===== config.mk =====
export PLATFORM = sky130hd
export DESIGN_NAME = flash_block_protection_config
export DESIGN_NICKNAME = d
export VERILOG_FILES = /design/src/inc/flash_prot_pkg.sv /design/src/core/prot_decision.sv /design/src/core/flash_block_protection_config.sv
export SDC_FILE = /design/constraint.sdc
export NUM_CORES = 1
export LEC_CHECK = 0
export ABC_AREA = 1
export BUFFER_PORTS_ARGS = -buffer_cell sky130_fd_sc_hd__buf_2
export CORE_MARGIN = 4
export CORE_UTILIZATION = 50
export DETAILED_ROUTE_END_ITERATION = 12
export GPL_ROUTABILITY_DRIVEN = 0
export PLACE_DENSITY = 0.84
export RECOVER_POWER = 100
export SYNTH_ARGS = -nofsm -noshare
export SYNTH_HDL_FRONTEND = slang
export SYNTH_HIERARCHICAL = 1
export SYNTH_SLANG_ARGS = --single-unit

===== constraint.sdc =====
create_clock -name aclk -period 6.5 [get_ports aclk]
set_clock_uncertainty 0.05 [all_clocks]
set_input_delay 1.3 -clock aclk [delete_from_list [all_inputs] [get_ports aclk]]
set_output_delay 1.3 -clock aclk [all_outputs]
set_load 0.05 [all_outputs]

===== src/inc/flash_prot_pkg.sv =====
// Constants and types for the flash and EEPROM protection configuration block
// How it works
// - EEPROM read lock bit 7 at byte 300009h: 0 locks data EEPROM reads.
// - Boot read lock bit 6 there: 0 locks program reads of 000000-0007FFh; table reads there are not locked.
// - Unimplemented configuration bit positions always read back as zero.
// - Byte 30000Ah bits 0-7 gate writes to program blocks 0-7.
// - Blocks 1 to 7 are consecutive 16-Kbyte regions up to 01FFFFh.
// - Block 0 starts at 000800, 001000 or 002000 and ends 003FFFh.
// - Boot size select: 00 is 1K words, 01 is 2K, 1x is 4K.
// - EEPROM write lock bit 7 at byte 30000Bh: 0 blocks EEPROM writes.
// - Boot write lock bit 6 there: 0 blocks writes to the boot region.
// - Config write lock bit 5: 0 blocks writes to 300000-3000FFh.
// - Config write lock bit changes only while programming mode is active.
// - Byte 30000Ch bits 0-7 refuse foreign table reads of blocks 0-7.
package flash_prot_pkg;

  // ---------------------------------------------------------------
  // Register indices and byte addresses on the register bus
  // ---------------------------------------------------------------
  localparam int unsigned AXI_AW = 24;
  localparam int unsigned MEM_AW = 22;

  localparam logic [21:0] CODE_PROTECT_HIGH_IDX    = 22'h300009;
  localparam logic [21:0] BLOCK_WRITE_PROTECT_IDX  = 22'h30000A;
  localparam logic [21:0] SPECIAL_WRITE_PROTECT_IDX = 22'h30000B;
  localparam logic [21:0] TABLE_READ_PROTECT_IDX   = 22'h30000C;
  localparam logic [21:0] BOOT_SIZE_CFG_IDX        = 22'h300006;

  localparam logic [23:0] CODE_PROTECT_HIGH_ADDR   =
    {CODE_PROTECT_HIGH_IDX, 2'b00};
  localparam logic [23:0] BLOCK_WRITE_PROTECT_ADDR =
    {BLOCK_WRITE_PROTECT_IDX, 2'b00};
  localparam logic [23:0] SPECIAL_WRITE_PROTECT_ADDR =
    {SPECIAL_WRITE_PROTECT_IDX, 2'b00};
  localparam logic [23:0] TABLE_READ_PROTECT_ADDR  =
    {TABLE_READ_PROTECT_IDX, 2'b00};
  localparam logic [23:0] BOOT_SIZE_CFG_ADDR       =
    {BOOT_SIZE_CFG_IDX, 2'b00};
  localparam logic [23:0] CTRL_ADDR                = 24'h000000;
  localparam logic [23:0] STATUS_ADDR              = 24'h000004;

  // ---------------------------------------------------------------
  // Implemented bit masks and erased values
  // ---------------------------------------------------------------
  localparam logic [7:0] CODE_PROTECT_HIGH_MASK  = 8'hC0;
  localparam logic [7:0] BLOCK_WRITE_MASK        = 8'hFF;
  localparam logic [7:0] SPECIAL_WRITE_MASK      = 8'hE0;
  localparam logic [7:0] TABLE_READ_MASK         = 8'hFF;
  localparam logic [7:0] BOOT_SIZE_MASK          = 8'h30;
  localparam logic [7:0] CODE_PROTECT_HIGH_RESET = 8'hC0;
  localparam logic [7:0] BLOCK_WRITE_RESET       = 8'hFF;
  localparam logic [7:0] SPECIAL_WRITE_RESET     = 8'hE0;
  localparam logic [7:0] TABLE_READ_RESET        = 8'hFF;
  localparam logic [7:0] BOOT_SIZE_RESET         = 8'h00;

  // ---------------------------------------------------------------
  // Field positions
  // ---------------------------------------------------------------
  localparam int unsigned EEPROM_READ_LOCK_BIT        = 7;
  localparam int unsigned BOOT_READ_LOCK_BIT          = 6;
  localparam int unsigned EEPROM_WRITE_LOCK_BIT       = 7;
  localparam int unsigned BOOT_WRITE_LOCK_BIT         = 6;
  localparam int unsigned CONFIG_SPACE_WRITE_LOCK_BIT = 5;
  localparam int unsigned BOOT_SIZE_LSB               = 4;
  localparam int unsigned CTRL_ERASE_BIT              = 0;
  localparam int unsigned CTRL_CLEAR_COUNT_BIT        = 1;

  // ---------------------------------------------------------------
  // Memory map of the arrays
  // ---------------------------------------------------------------
  localparam logic [21:0] BOOT_END_1K      = 22'h000800;
  localparam logic [21:0] BOOT_END_2K      = 22'h001000;
  localparam logic [21:0] BOOT_END_4K      = 22'h002000;
  localparam logic [21:0] BOOT_READ_END    = 22'h000800;
  localparam logic [21:0] PROGRAM_TOP      = 22'h020000;
  localparam logic [13:0] CONFIG_PAGE      = 14'h3000;
  localparam int unsigned BLOCK_LSB        = 14;
  localparam logic [3:0]  REGION_BOOT      = 4'h8;
  localparam logic [3:0]  REGION_CONFIG    = 4'hA;
  localparam logic [3:0]  REGION_NONE      = 4'hF;

  localparam logic [1:0] RESP_OKAY   = 2'b00;
  localparam logic [1:0] RESP_SLVERR = 2'b10;
  localparam logic [1:0] RESP_DECERR = 2'b11;

  // ---------------------------------------------------------------
  // Types
  // ---------------------------------------------------------------
  typedef enum logic [2:0] {
    KIND_TABLE_READ  = 3'b000,
    KIND_TABLE_WRITE = 3'b001,
    KIND_EE_WRITE    = 3'b011,
    KIND_EE_READ     = 3'b010,
    KIND_PROG_READ   = 3'b110
  } access_kind_e;

  typedef struct packed {
    access_kind_e kind;
    logic [21:0]  addr;
    logic [21:0]  pc;
  } access_req_s;

  typedef struct packed {
    logic       eeprom_read_lock;
    logic       boot_read_lock;
    logic       eeprom_write_lock;
    logic       boot_write_lock;
    logic       config_space_write_lock;
    logic [7:0] block_write_lock;
    logic [7:0] block_foreign_read_lock;
    logic [1:0] boot_region_size_sel;
  } prot_cfg_s;

endpackage


===== src/core/prot_decision.sv =====
// Region decode and allow/refuse decision for one array access
`timescale 1ns/1ns
module prot_decision (
  input  flash_prot_pkg::prot_cfg_s   cfg,
  input  flash_prot_pkg::access_req_s req,
  output logic                        allow
);
  import flash_prot_pkg::*;

  logic [21:0] boot_end;
  logic [3:0]  target_region;
  logic [3:0]  code_region;

  // Region of an address; blocks 1 to 7 are 16 Kbytes each
  function automatic logic [3:0] region_of(input logic [21:0] a,
                                           input logic [21:0] bend);
    logic [3:0] r;
    r = REGION_NONE;
    if (a < bend) begin
      r = REGION_BOOT;
    end else if (a < PROGRAM_TOP) begin
      r = {1'b0, a[BLOCK_LSB+2:BLOCK_LSB]};
    end else if (a[21:8] == CONFIG_PAGE) begin
      r = REGION_CONFIG;
    end
    return r;
  endfunction

  // Boot region end, which is also where block 0 starts
  always_comb begin
    unique case (cfg.boot_region_size_sel)
      2'b00:   boot_end = BOOT_END_1K;
      2'b01:   boot_end = BOOT_END_2K;
      default: boot_end = BOOT_END_4K;
    endcase
  end

  // Block 0 runs from boot_end up to 003FFFh
  assign target_region = region_of(req.addr, boot_end);
  assign code_region   = region_of(req.pc, boot_end);

  // Decision; access outside every region is refused for writes
  always_comb begin
    allow = 1'b1;
    unique case (req.kind)
      KIND_TABLE_READ: begin
        if (!target_region[3] &&
            !cfg.block_foreign_read_lock[target_region[2:0]] &&
            code_region != target_region) begin
          allow = 1'b0;
        end
      end
      KIND_TABLE_WRITE: begin
        if (!target_region[3]) begin
          allow = cfg.block_write_lock[target_region[2:0]];
        end else if (target_region == REGION_BOOT) begin
          allow = cfg.boot_write_lock;
        end else if (target_region == REGION_CONFIG) begin
          allow = cfg.config_space_write_lock;
        end else begin
          allow = 1'b0;
        end
      end
      KIND_EE_WRITE: allow = cfg.eeprom_write_lock;
      KIND_EE_READ:  allow = cfg.eeprom_read_lock;
      KIND_PROG_READ: begin
        if (req.addr < BOOT_READ_END) begin
          allow = cfg.boot_read_lock;
        end
      end
      default: allow = 1'b0;
    endcase
  end

endmodule


===== src/core/flash_block_protection_config.sv =====
// Protection configuration bytes, AXI4-Lite access and access checking
//
// The AXI4-Lite slave port was decided locally.
`timescale 1ns/1ns
module flash_block_protection_config #(
  parameter int unsigned COUNT_W = 8
) (
  input  wire logic                        aclk,
  input  wire logic                        aresetn,
  // AXI4-Lite slave
  input  wire logic [23:0]                 s_axi_awaddr,
  input  wire logic                        s_axi_awvalid,
  output logic                             s_axi_awready,
  input  wire logic [31:0]                 s_axi_wdata,
  input  wire logic [3:0]                  s_axi_wstrb,
  input  wire logic                        s_axi_wvalid,
  output logic                             s_axi_wready,
  output logic [1:0]                       s_axi_bresp,
  output logic                             s_axi_bvalid,
  input  wire logic                        s_axi_bready,
  input  wire logic [23:0]                 s_axi_araddr,
  input  wire logic                        s_axi_arvalid,
  output logic                             s_axi_arready,
  output logic [31:0]                      s_axi_rdata,
  output logic [1:0]                       s_axi_rresp,
  output logic                             s_axi_rvalid,
  input  wire logic                        s_axi_rready,
  // Programming mode strap from the external programmer
  input  wire logic                        prog_mode_pin,
  // Access check port from the core and programmer logic
  input  wire logic                        req_valid,
  input  wire flash_prot_pkg::access_req_s req,
  output logic                             resp_valid,
  output logic                             resp_allow
);
  import flash_prot_pkg::*;

  // ---------------------------------------------------------------
  // State
  // ---------------------------------------------------------------
  logic               prog_sync1;
  logic               prog_mode;
  logic [7:0]         cp_high;
  logic [7:0]         wr_block;
  logic [7:0]         wr_special;
  logic [7:0]         rd_block;
  logic [7:0]         boot_size;
  logic [7:0]         next_cp_high;
  logic [7:0]         next_wr_block;
  logic [7:0]         next_wr_special;
  logic [7:0]         next_rd_block;
  logic [7:0]         next_boot_size;
  logic               aw_full;
  logic               w_full;
  logic [23:0]        awaddr_q;
  logic [7:0]         wbyte_q;
  logic               wlane_q;
  logic               next_aw_full;
  logic               next_w_full;
  logic [23:0]        next_awaddr_q;
  logic [7:0]         next_wbyte_q;
  logic               next_wlane_q;
  logic               next_bvalid;
  logic [1:0]         next_bresp;
  logic               next_rvalid;
  logic [31:0]        next_rdata;
  logic [1:0]         next_rresp;
  logic [COUNT_W-1:0] refuse_count;
  logic [COUNT_W-1:0] next_refuse_count;
  logic               last_refused;
  logic               next_last_refused;
  logic               count_clear;
  logic               allow;
  prot_cfg_s          cfg;
  logic [23:0]        wr_addr;
  logic [7:0]         wr_special_new;

  // ---------------------------------------------------------------
  // Programming mode synchroniser
  // ---------------------------------------------------------------
  // Two stages, the pin is asynchronous to aclk
  always_ff @(posedge aclk) begin
    if (!aresetn) begin
      prog_sync1 <= 1'b0;
      prog_mode  <= 1'b0;
    end else begin
      prog_sync1 <= prog_mode_pin;
      prog_mode  <= prog_sync1;
    end
  end

  // ---------------------------------------------------------------
  // Decoded protection settings
  // ---------------------------------------------------------------
  // Lock bit = 1 means unprotected, as stored
  always_comb begin
    cfg.eeprom_read_lock        = cp_high[EEPROM_READ_LOCK_BIT];
    cfg.boot_read_lock          = cp_high[BOOT_READ_LOCK_BIT];
    cfg.eeprom_write_lock       = wr_special[EEPROM_WRITE_LOCK_BIT];
    cfg.boot_write_lock         = wr_special[BOOT_WRITE_LOCK_BIT];
    cfg.config_space_write_lock = wr_special[CONFIG_SPACE_WRITE_LOCK_BIT];
    cfg.block_write_lock        = wr_block;
    cfg.block_foreign_read_lock = rd_block;
    cfg.boot_region_size_sel    = boot_size[BOOT_SIZE_LSB+1:BOOT_SIZE_LSB];
  end

  prot_decision u_decision (
    .cfg   (cfg),
    .req   (req),
    .allow (allow)
  );

  // ---------------------------------------------------------------
  // Write channel and configuration byte update
  // ---------------------------------------------------------------
  assign wr_addr = {awaddr_q[23:2], 2'b00};
  // Clear-only; the config lock bit keeps its value outside programming
  always_comb begin
    wr_special_new = wr_special & wbyte_q & SPECIAL_WRITE_MASK;
    if (!prog_mode) begin
      wr_special_new[CONFIG_SPACE_WRITE_LOCK_BIT] =
        wr_special[CONFIG_SPACE_WRITE_LOCK_BIT];
    end
  end

  // Address and data are captured independently, executed once both held
  always_comb begin
    next_aw_full    = aw_full;
    next_w_full     = w_full;
    next_awaddr_q   = awaddr_q;
    next_wbyte_q    = wbyte_q;
    next_wlane_q    = wlane_q;
    next_bvalid     = s_axi_bvalid;
    next_bresp      = s_axi_bresp;
    next_cp_high    = cp_high;
    next_wr_block   = wr_block;
    next_wr_special = wr_special;
    next_rd_block   = rd_block;
    next_boot_size  = boot_size;
    count_clear     = 1'b0;
    if (s_axi_awvalid && s_axi_awready) begin
      next_aw_full  = 1'b1;
      next_awaddr_q = s_axi_awaddr;
    end
    if (s_axi_wvalid && s_axi_wready) begin
      next_w_full  = 1'b1;
      next_wbyte_q = s_axi_wdata[7:0];
      next_wlane_q = s_axi_wstrb[0];
    end
    if (s_axi_bvalid && s_axi_bready) begin
      next_bvalid = 1'b0;
    end
    if (aw_full && w_full && !s_axi_bvalid) begin
      next_aw_full = 1'b0;
      next_w_full  = 1'b0;
      next_bvalid  = 1'b1;
      next_bresp   = RESP_OKAY;
      unique case (wr_addr)
        CODE_PROTECT_HIGH_ADDR, BLOCK_WRITE_PROTECT_ADDR,
        SPECIAL_WRITE_PROTECT_ADDR, TABLE_READ_PROTECT_ADDR,
        BOOT_SIZE_CFG_ADDR: begin
          if (!cfg.config_space_write_lock) begin
            next_bresp = RESP_SLVERR;
          end else if (wlane_q) begin
            unique case (wr_addr)
              CODE_PROTECT_HIGH_ADDR:
                next_cp_high = cp_high & wbyte_q & CODE_PROTECT_HIGH_MASK;
              BLOCK_WRITE_PROTECT_ADDR:
                next_wr_block = wr_block & wbyte_q & BLOCK_WRITE_MASK;
              SPECIAL_WRITE_PROTECT_ADDR:
                next_wr_special = wr_special_new;
              TABLE_READ_PROTECT_ADDR:
                next_rd_block = rd_block & wbyte_q & TABLE_READ_MASK;
              default:
                next_boot_size = wbyte_q & BOOT_SIZE_MASK;
            endcase
          end
        end
        CTRL_ADDR: begin
          if (wlane_q && wbyte_q[CTRL_CLEAR_COUNT_BIT]) begin
            count_clear = 1'b1;
          end
          if (wlane_q && wbyte_q[CTRL_ERASE_BIT]) begin
            if (prog_mode) begin
              next_cp_high    = CODE_PROTECT_HIGH_RESET;
              next_wr_block   = BLOCK_WRITE_RESET;
              next_wr_special = SPECIAL_WRITE_RESET;
              next_rd_block   = TABLE_READ_RESET;
              next_boot_size  = BOOT_SIZE_RESET;
            end else begin
              next_bresp = RESP_SLVERR;
            end
          end
        end
        STATUS_ADDR: next_bresp = RESP_SLVERR;
        default:     next_bresp = RESP_DECERR;
      endcase
    end
  end

  // Registers for the write path; erased values after reset
  always_ff @(posedge aclk) begin
    if (!aresetn) begin
      aw_full       <= 1'b0;
      w_full        <= 1'b0;
      awaddr_q      <= 24'h000000;
      wbyte_q       <= 8'h00;
      wlane_q       <= 1'b0;
      s_axi_awready <= 1'b1;
      s_axi_wready  <= 1'b1;
      s_axi_bvalid  <= 1'b0;
      s_axi_bresp   <= RESP_OKAY;
      cp_high       <= CODE_PROTECT_HIGH_RESET;
      wr_block      <= BLOCK_WRITE_RESET;
      wr_special    <= SPECIAL_WRITE_RESET;
      rd_block      <= TABLE_READ_RESET;
      boot_size     <= BOOT_SIZE_RESET;
    end else begin
      aw_full       <= next_aw_full;
      w_full        <= next_w_full;
      awaddr_q      <= next_awaddr_q;
      wbyte_q       <= next_wbyte_q;
      wlane_q       <= next_wlane_q;
      s_axi_awready <= !next_aw_full;
      s_axi_wready  <= !next_w_full;
      s_axi_bvalid  <= next_bvalid;
      s_axi_bresp   <= next_bresp;
      cp_high       <= next_cp_high;
      wr_block      <= next_wr_block;
      wr_special    <= next_wr_special;
      rd_block      <= next_rd_block;
      boot_size     <= next_boot_size;
    end
  end

  // ---------------------------------------------------------------
  // Read channel
  // ---------------------------------------------------------------
  // Unimplemented bits are masked off at storage, so they read zero
  always_comb begin
    next_rvalid = s_axi_rvalid;
    next_rdata  = s_axi_rdata;
    next_rresp  = s_axi_rresp;
    if (s_axi_rvalid && s_axi_rready) begin
      next_rvalid = 1'b0;
    end
    if (s_axi_arvalid && s_axi_arready) begin
      next_rvalid = 1'b1;
      next_rresp  = RESP_OKAY;
      unique case ({s_axi_araddr[23:2], 2'b00})
        CODE_PROTECT_HIGH_ADDR:   next_rdata = {24'h000000, cp_high};
        BLOCK_WRITE_PROTECT_ADDR: next_rdata = {24'h000000, wr_block};
        SPECIAL_WRITE_PROTECT_ADDR:
          next_rdata = {24'h000000, wr_special};
        TABLE_READ_PROTECT_ADDR:  next_rdata = {24'h000000, rd_block};
        BOOT_SIZE_CFG_ADDR:       next_rdata = {24'h000000, boot_size};
        CTRL_ADDR:                next_rdata = 32'h00000000;
        STATUS_ADDR: begin
          next_rdata = 32'h00000000;
          next_rdata[0] = prog_mode;
          next_rdata[1] = last_refused;
          next_rdata[8 +: COUNT_W] = refuse_count;
        end
        default: begin
          next_rdata = 32'h00000000;
          next_rresp = RESP_DECERR;
        end
      endcase
    end
  end

  // One outstanding read; arready drops while the answer waits
  always_ff @(posedge aclk) begin
    if (!aresetn) begin
      s_axi_rvalid  <= 1'b0;
      s_axi_rdata   <= 32'h00000000;
      s_axi_rresp   <= RESP_OKAY;
      s_axi_arready <= 1'b1;
    end else begin
      s_axi_rvalid  <= next_rvalid;
      s_axi_rdata   <= next_rdata;
      s_axi_rresp   <= next_rresp;
      s_axi_arready <= !next_rvalid;
    end
  end

  // ---------------------------------------------------------------
  // Access check answers and refusal statistics
  // ---------------------------------------------------------------
  // A refusal in the same cycle as a clear still counts
  always_comb begin
    next_refuse_count = count_clear ? '0 : refuse_count;
    next_last_refused = last_refused;
    if (req_valid) begin
      next_last_refused = !allow;
      if (!allow && next_refuse_count != {COUNT_W{1'b1}}) begin
        next_refuse_count = next_refuse_count + 1'b1;
      end
    end
  end

  // Answer registered one cycle after the request
  always_ff @(posedge aclk) begin
    if (!aresetn) begin
      resp_valid   <= 1'b0;
      resp_allow   <= 1'b0;
      refuse_count <= '0;
      last_refused <= 1'b0;
    end else begin
      resp_valid   <= req_valid;
      resp_allow   <= req_valid && allow;
      refuse_count <= next_refuse_count;
      last_refused <= next_last_refused;
    end
  end

endmodule


---- After elaboration in Yosys (flattened, before gate mapping) ----
Index checks and enable logic that the tools add are counted.
word-level totals
  bits in writable memories ............... 0
  memories ................................ 0
  bits in latches ......................... 0
  register bits after elaboration ......... 129
  logic and storage cells ................. 169
  ROM bits ................................ 0
cells by class
  order comparisons ....................... 6
  bitwise logic cells ..................... 4
  $add $sub $neg .......................... 1
  reduce and logical (&&, ||, !) cells .... 35
  multiply operators ...................... 0
  eq/ne operators ......................... 32
  shift-type cells ........................ 0
  muxes and demuxes ....................... 66
  divide/modulo/power cells ............... 0
operators with widths
  operator                                               number
  equality test 22 bit (second input constant)           10
  two-way mux 8 bit                                      26
  case mux 16 bit (6 select lines)                       1
  case mux 8 bit (2 select lines)                        5
  equality test 22 x 1 -> 1 bit (second input constant)  2
  < comparator 22 x 14 -> 1 bit                          2
  < comparator 22 x 18 -> 1 bit (second input constant)  2
  AND reduction 7 bit                                    5
  bitwise AND 8 bit                                      4
  equality test 14 bit (second input constant)           2
  case mux 14 bit (2 select lines)                       1
  logical NOT 24 bit                                     1
  logical NOT 22 bit                                     1
  < comparator 22 x 12 -> 1 bit (second input constant)  1
  two-way mux 1 bit                                      19
  != test 2 bit (second input constant)                  9
  two-way mux 4 bit                                      4
  logical AND 1 bit                                      13
  adder 8 x 1 -> 8 bit (second input constant)           1
  equality test 4 bit (second input constant)            2
  two-way mux 2 bit                                      4
  != test 8 bit (second input constant)                  1
  logical NOT 1 bit                                      7
  OR reduction 7 bit                                     1
  other kinds (16)                                       20

---- Longest topological paths before layout ----
  depth after elaboration ................. 15
  mapped depth ............................ 20
  depth with buffers taken out ............ 20

---- Cells and area by module ----
The synthesis kept the hierarchy.
by module, submodules not included
  module                         cells an instance  times used  area an instance (µm²)
  flash_block_protection_config  607                1           4,347.9
  prot_decision                  121                1           636.9

---- Least setup slack after synthesis ----
Ideal clock, no wire load.
  kind .................................... input to register
  from .................................... in req[42] (netlist bit)
  to ...................................... reg refuse_count[1]
  setup time .............................. 115 ps
  arrival time ............................ 2,907 ps
  slack ................................... 3,428 ps
  cell stages on the path ................. 16
  cell sequence ........................... nor2_2 nand2_2 nor2_4 inv_2 nor2_8 inv_2 or2_0 a21oi_1 nand2_1 nand2_1 nand2_1 nor2_1 buf_2 nand2_1 o21ai_2 nor2_1
on the way
  longest elaborated chain between the ends .. 15
  elaborated cells between the ends (all ways) .. 28
  those cells by class .................... order compare (3); eq/ne (4); mux (15); reduce/logical (6)
RTL lines
  item                                                                    line                                  RTL
  start: declaration                                                      flash_block_protection_config.sv:32   input wire flash_prot_pkg::access_req_s req,
  branches (longest 10 deep; another with < comparator 22 x 18 -> 1 bit)  --
  case mux 1 bit (5 select lines) (*)                                     prot_decision.sv:45                   unique case (req.kind)
  net allow                                                               flash_block_protection_config.sv:73   logic allow;
  logical NOT 1 bit (*)                                                   flash_block_protection_config.sv:296  if (!allow && next_refuse_count != {COUNT_W{1'b1}}) begin
  logical AND 1 bit (*)                                                   flash_block_protection_config.sv:296
  two-way mux 8 bit (*)                                                   flash_block_protection_config.sv:296
  two-way mux 8 bit (*)                                                   flash_block_protection_config.sv:294  if (req_valid) begin
  end signal: assignment                                                  flash_block_protection_config.sv:312  refuse_count <= next_refuse_count;
  end: declaration                                                        flash_block_protection_config.sv:68   logic [COUNT_W-1:0] refuse_count;
Mark *: on every way through the listed nets, which the timed path passes. The select of a mux whose other input is x is not followed.
A chain may end at the register's enable or synchronous reset.

---- Worst setup path after layout ----
  from .................................... in req[35] (netlist bit)
  to ...................................... reg refuse_count[1]
The elaborated chain is that of the path after synthesis.

==> qor.csv <==
metric;value;unit
outcome;complete, but fails checks;
failing checks;capacitance limit, slew limit;
total CTS buffers;9;
worst rel slew slack;-15.8;%
crit path from;req[35];
Critical Path End;refuse_count[1]$_SDFF_PN0_;
Pwr Total;1.15;mW
unrepaired setup endpoints after global routing;no;
min-delay worst type;reg -> reg;
clock sink count;93;
DRC errors left;0;
Final period util;57.6;%
First DRT Iteration DRCs;339;
Ports;183;
CTS tree;yes;
grt total ovfl;0;
worst reg2reg startpoint;boot_size[5]$_SDFFE_PN0P_;
Setup Buffers After CTS;0;
Area contributors post-synth;dfxtp_1 37%, nand2_1 12%, nor2_1 8.2%;
critical path arrival;3.94;ns
worst-path maximum fanout;13;
Synth area leader;dfxtp_1;
Slowest-stage cell, CP;nor2_1;
Gate Count Post-Synth;728;
P per Cell Area;203;nW/um^2
Core Rows;36;
initial antenna violation count;1;
Unique masters post-synth;42;
die width;108;um
Area growth syn-to-layout;14.1;%
crit path kind;in -> reg;
number of port buffers;116;
Synth Warn #;6;
drt wl/cell;11.9;um
HPWL after DPL;8.90;mm
Post-DRT Antenna Nets;0;
Final Setup Violations;0;
setup ws final;2.76;ns
CP peak stage delay;0.67;ns
largest net degree at the start of global routing;51;
first-pass GRT wire length;19.0;mm
slew of the pin with the lowest slew margin;1.74;ns
hold_buf cts;0;
ys async rst share;0;%
H-tree depth;3;
Final Util;58.5;%
CTS max path bufs;2;
Yosys top cell area share;37.3;%
CP Cell Sequence;buf_2, or2_0, nor2_1, nand2_1, nand2_1, nand2_1, nand3_1, nand2_1, nand2_1, nand3_1, a21oi_1, nand2_1, nor2_1, nand2_1, o21ai_0, nor2_1;
Peak Freq;267;MHz
crit path launch type;primary input;
setup TNS;0;ns
GRT Total Usage;19.9;%
Period minus WS final;3.74;ns
Final Slew Violations;51;
reported max-cap violation count;1;
VDD IR-drop max;134;uV
Worst setup EP type;flip-flop;
Nets;978;
Post-synth EDFFs;0;
Core ar.;9730;um^2
Largest delay share family, worst path;simple AND/OR/NAND/NOR gates;
Root Driver;clkbuf_8;
CTS clk-pin slew, worst paths;0.09;ns
full die area;11600;um^2
post-route insts no fill;971;
required time worst endpoint;6.70;ns
Synth Register Bits;93;
ANT cells;0;
post-cts sizing count;0;
Die Height;108;um
Worst Reg-to-Reg Cells;14;
leak pwr;2.67;nW
final hold vios;0;
vias in the first global route;4326;
critical path's most frequent cell;nand2_1;
prevailing post-synth register cell;dfxtp_1;
syn avg cell area;6.85;um^2
reg-to-reg critical path endpoint;refuse_count[1]$_SDFF_PN0_;
clk_lat worst skew;0.36;ns
drt via density;4.96;
Place WS;2.65;ns
layout cell share with drive strength beyond 1;17.8;%
Vias;4815;
setup slack, reg-to-reg;3.52;ns
Initial Utilization;51.2;%
critical path depth;16;
first drt pass iteration count;6;
Mapped Area;4980;um^2
CP bufs+invs;1;
sequential share of the synthesized area;37.3;%
drt total wl;11.6;mm
Cells after DPL;955;
flip-flops by register name, summed over array words and instances (netlist names), 2 cells and up:
| signal | count |
|---|---|
| rd_block | 8 |
| s_axi_rdata | 16 |
| refuse_count | 8 |
| s_axi_bresp | 2 |
| boot_size | 2 |
| cp_high | 2 |
| wr_block | 8 |
| wbyte_q | 8 |
| awaddr_q | 22 |
| wr_special | 3 |
synth_stat cells (2+ instances only):
cell type,number
a211oi_1,2
a21oi_1,33
a21oi_2,2
a22o_1,2
buf_4,19
buf_6,2
clkbuf_1,14
clkinv_1,4
dfxtp_1,93
ha_1,5
inv_1,71
inv_2,11
nand2_1,155
nand2_2,5
nand2_4,2
nand3_1,51
nand3_2,6
nand3_4,2
nand3b_1,7
nand4_1,18
nand4_2,2
nor2_1,109
nor2_2,5
nor2_4,6
nor2_8,2
nor3_1,14
nor4_1,4
o211ai_1,3
o21ai_0,43
o21ai_1,20
o21ai_2,4
or2_1,2
worst min-delay path by stage:
stage,end,startpoint,depth (start not counted),slack (ns)
after global placement,prog_mode$_SDFF_PN0_,prog_sync1$_SDFF_PN0_,2,0.36
after floorplan,prog_mode$_SDFF_PN0_,prog_sync1$_SDFF_PN0_,2,0.34
after CTS,prog_mode$_SDFF_PN0_,prog_sync1$_SDFF_PN0_,2,0.38
after detailed placement,prog_mode$_SDFF_PN0_,prog_sync1$_SDFF_PN0_,2,0.36
after global routing,prog_mode$_SDFF_PN0_,prog_sync1$_SDFF_PN0_,2,0.40
final,prog_mode$_SDFF_PN0_,prog_sync1$_SDFF_PN0_,2,0.38
cell type report:
| cell class | instances | area (um^2) |
|---|---|---|
| Clock buffer | 9 | 124 |
| Inverter | 86 | 323 |
| Fill cell | 975 | 4040 |
| Tap cell | 133 | 166 |
| Multi-Input combinational cell | 527 | 2610 |
| Clock inverter | 7 | 58.8 |
| Sequential cell | 93 | 1860 |
| Timing Repair Buffer | 116 | 546 |
power breakdown:
part	internal, mW	switching [mW]
clock	0.144	0.215
combinational	0.0548	0.128
sequential	0.594	0.0180
tightest hold or removal path: stages, from the launching register on:
cell,delay [ns]
dfxtp_1,0.32
nand2_1,0.05
inv_1,0.04
per-stage QoR:
stage	hold slack [ns]	cell area (um^2)
6_report	0.377	5690
5_1_grt	0.404	5690
4_1_cts	0.381	5730
3_5_place_dp	0.359	5550
3_3_place_gp	0.356	5550
2_1_floorplan	0.340	5040
placed cells by master, fill, tap and decap left out, types with 3 or more instances in the layout:
| master | instances |
|---|---|
| nand2_1 | 157 |
| nor2_1 | 109 |
| dfxtp_1 | 93 |
| buf_2 | 88 |
| inv_1 | 72 |
| nand3_1 | 51 |
| o21ai_0 | 44 |
| a21oi_1 | 33 |
| clkbuf_1 | 28 |
| o21ai_1 | 20 |
| nand4_1 | 18 |
| conb_1 | 16 |
| nor3_1 | 14 |
| inv_2 | 10 |
| clkbuf_8 | 9 |
| nand3b_1 | 7 |
| nand3_2 | 6 |
| nor2_4 | 6 |
| nor2_2 | 5 |
| ha_1 | 5 |
| clkinv_1 | 4 |
| nor4_1 | 4 |
| clkinvlp_4 | 4 |
| nand2_2 | 3 |
| o21ai_2 | 3 |
| o211ai_1 | 3 |
per-layer routing:
layer  part of all wire (%)  track usage, %  up-vias
met5                  0.060               0        -
met4                    1.5            4.87        2
met3                    9.1            5.16       18
met2                     46            33.9      159
met1                     43            25.0     2093
li1                       -               -     2543
logic make-up after synthesis:
group | after synthesis | share of synthesized area, %
DFF | 93 | 37.3
AOI/OAI and AO/OA | 113 | 12.6
adders and majority gates | 5 | 1.26
buffers and inverters | 123 | 11.2
other | 1 | 0.0752
and+or+nand+nor | 393 | 37.4
Note: power is estimated with default switching activity, not from simulation.
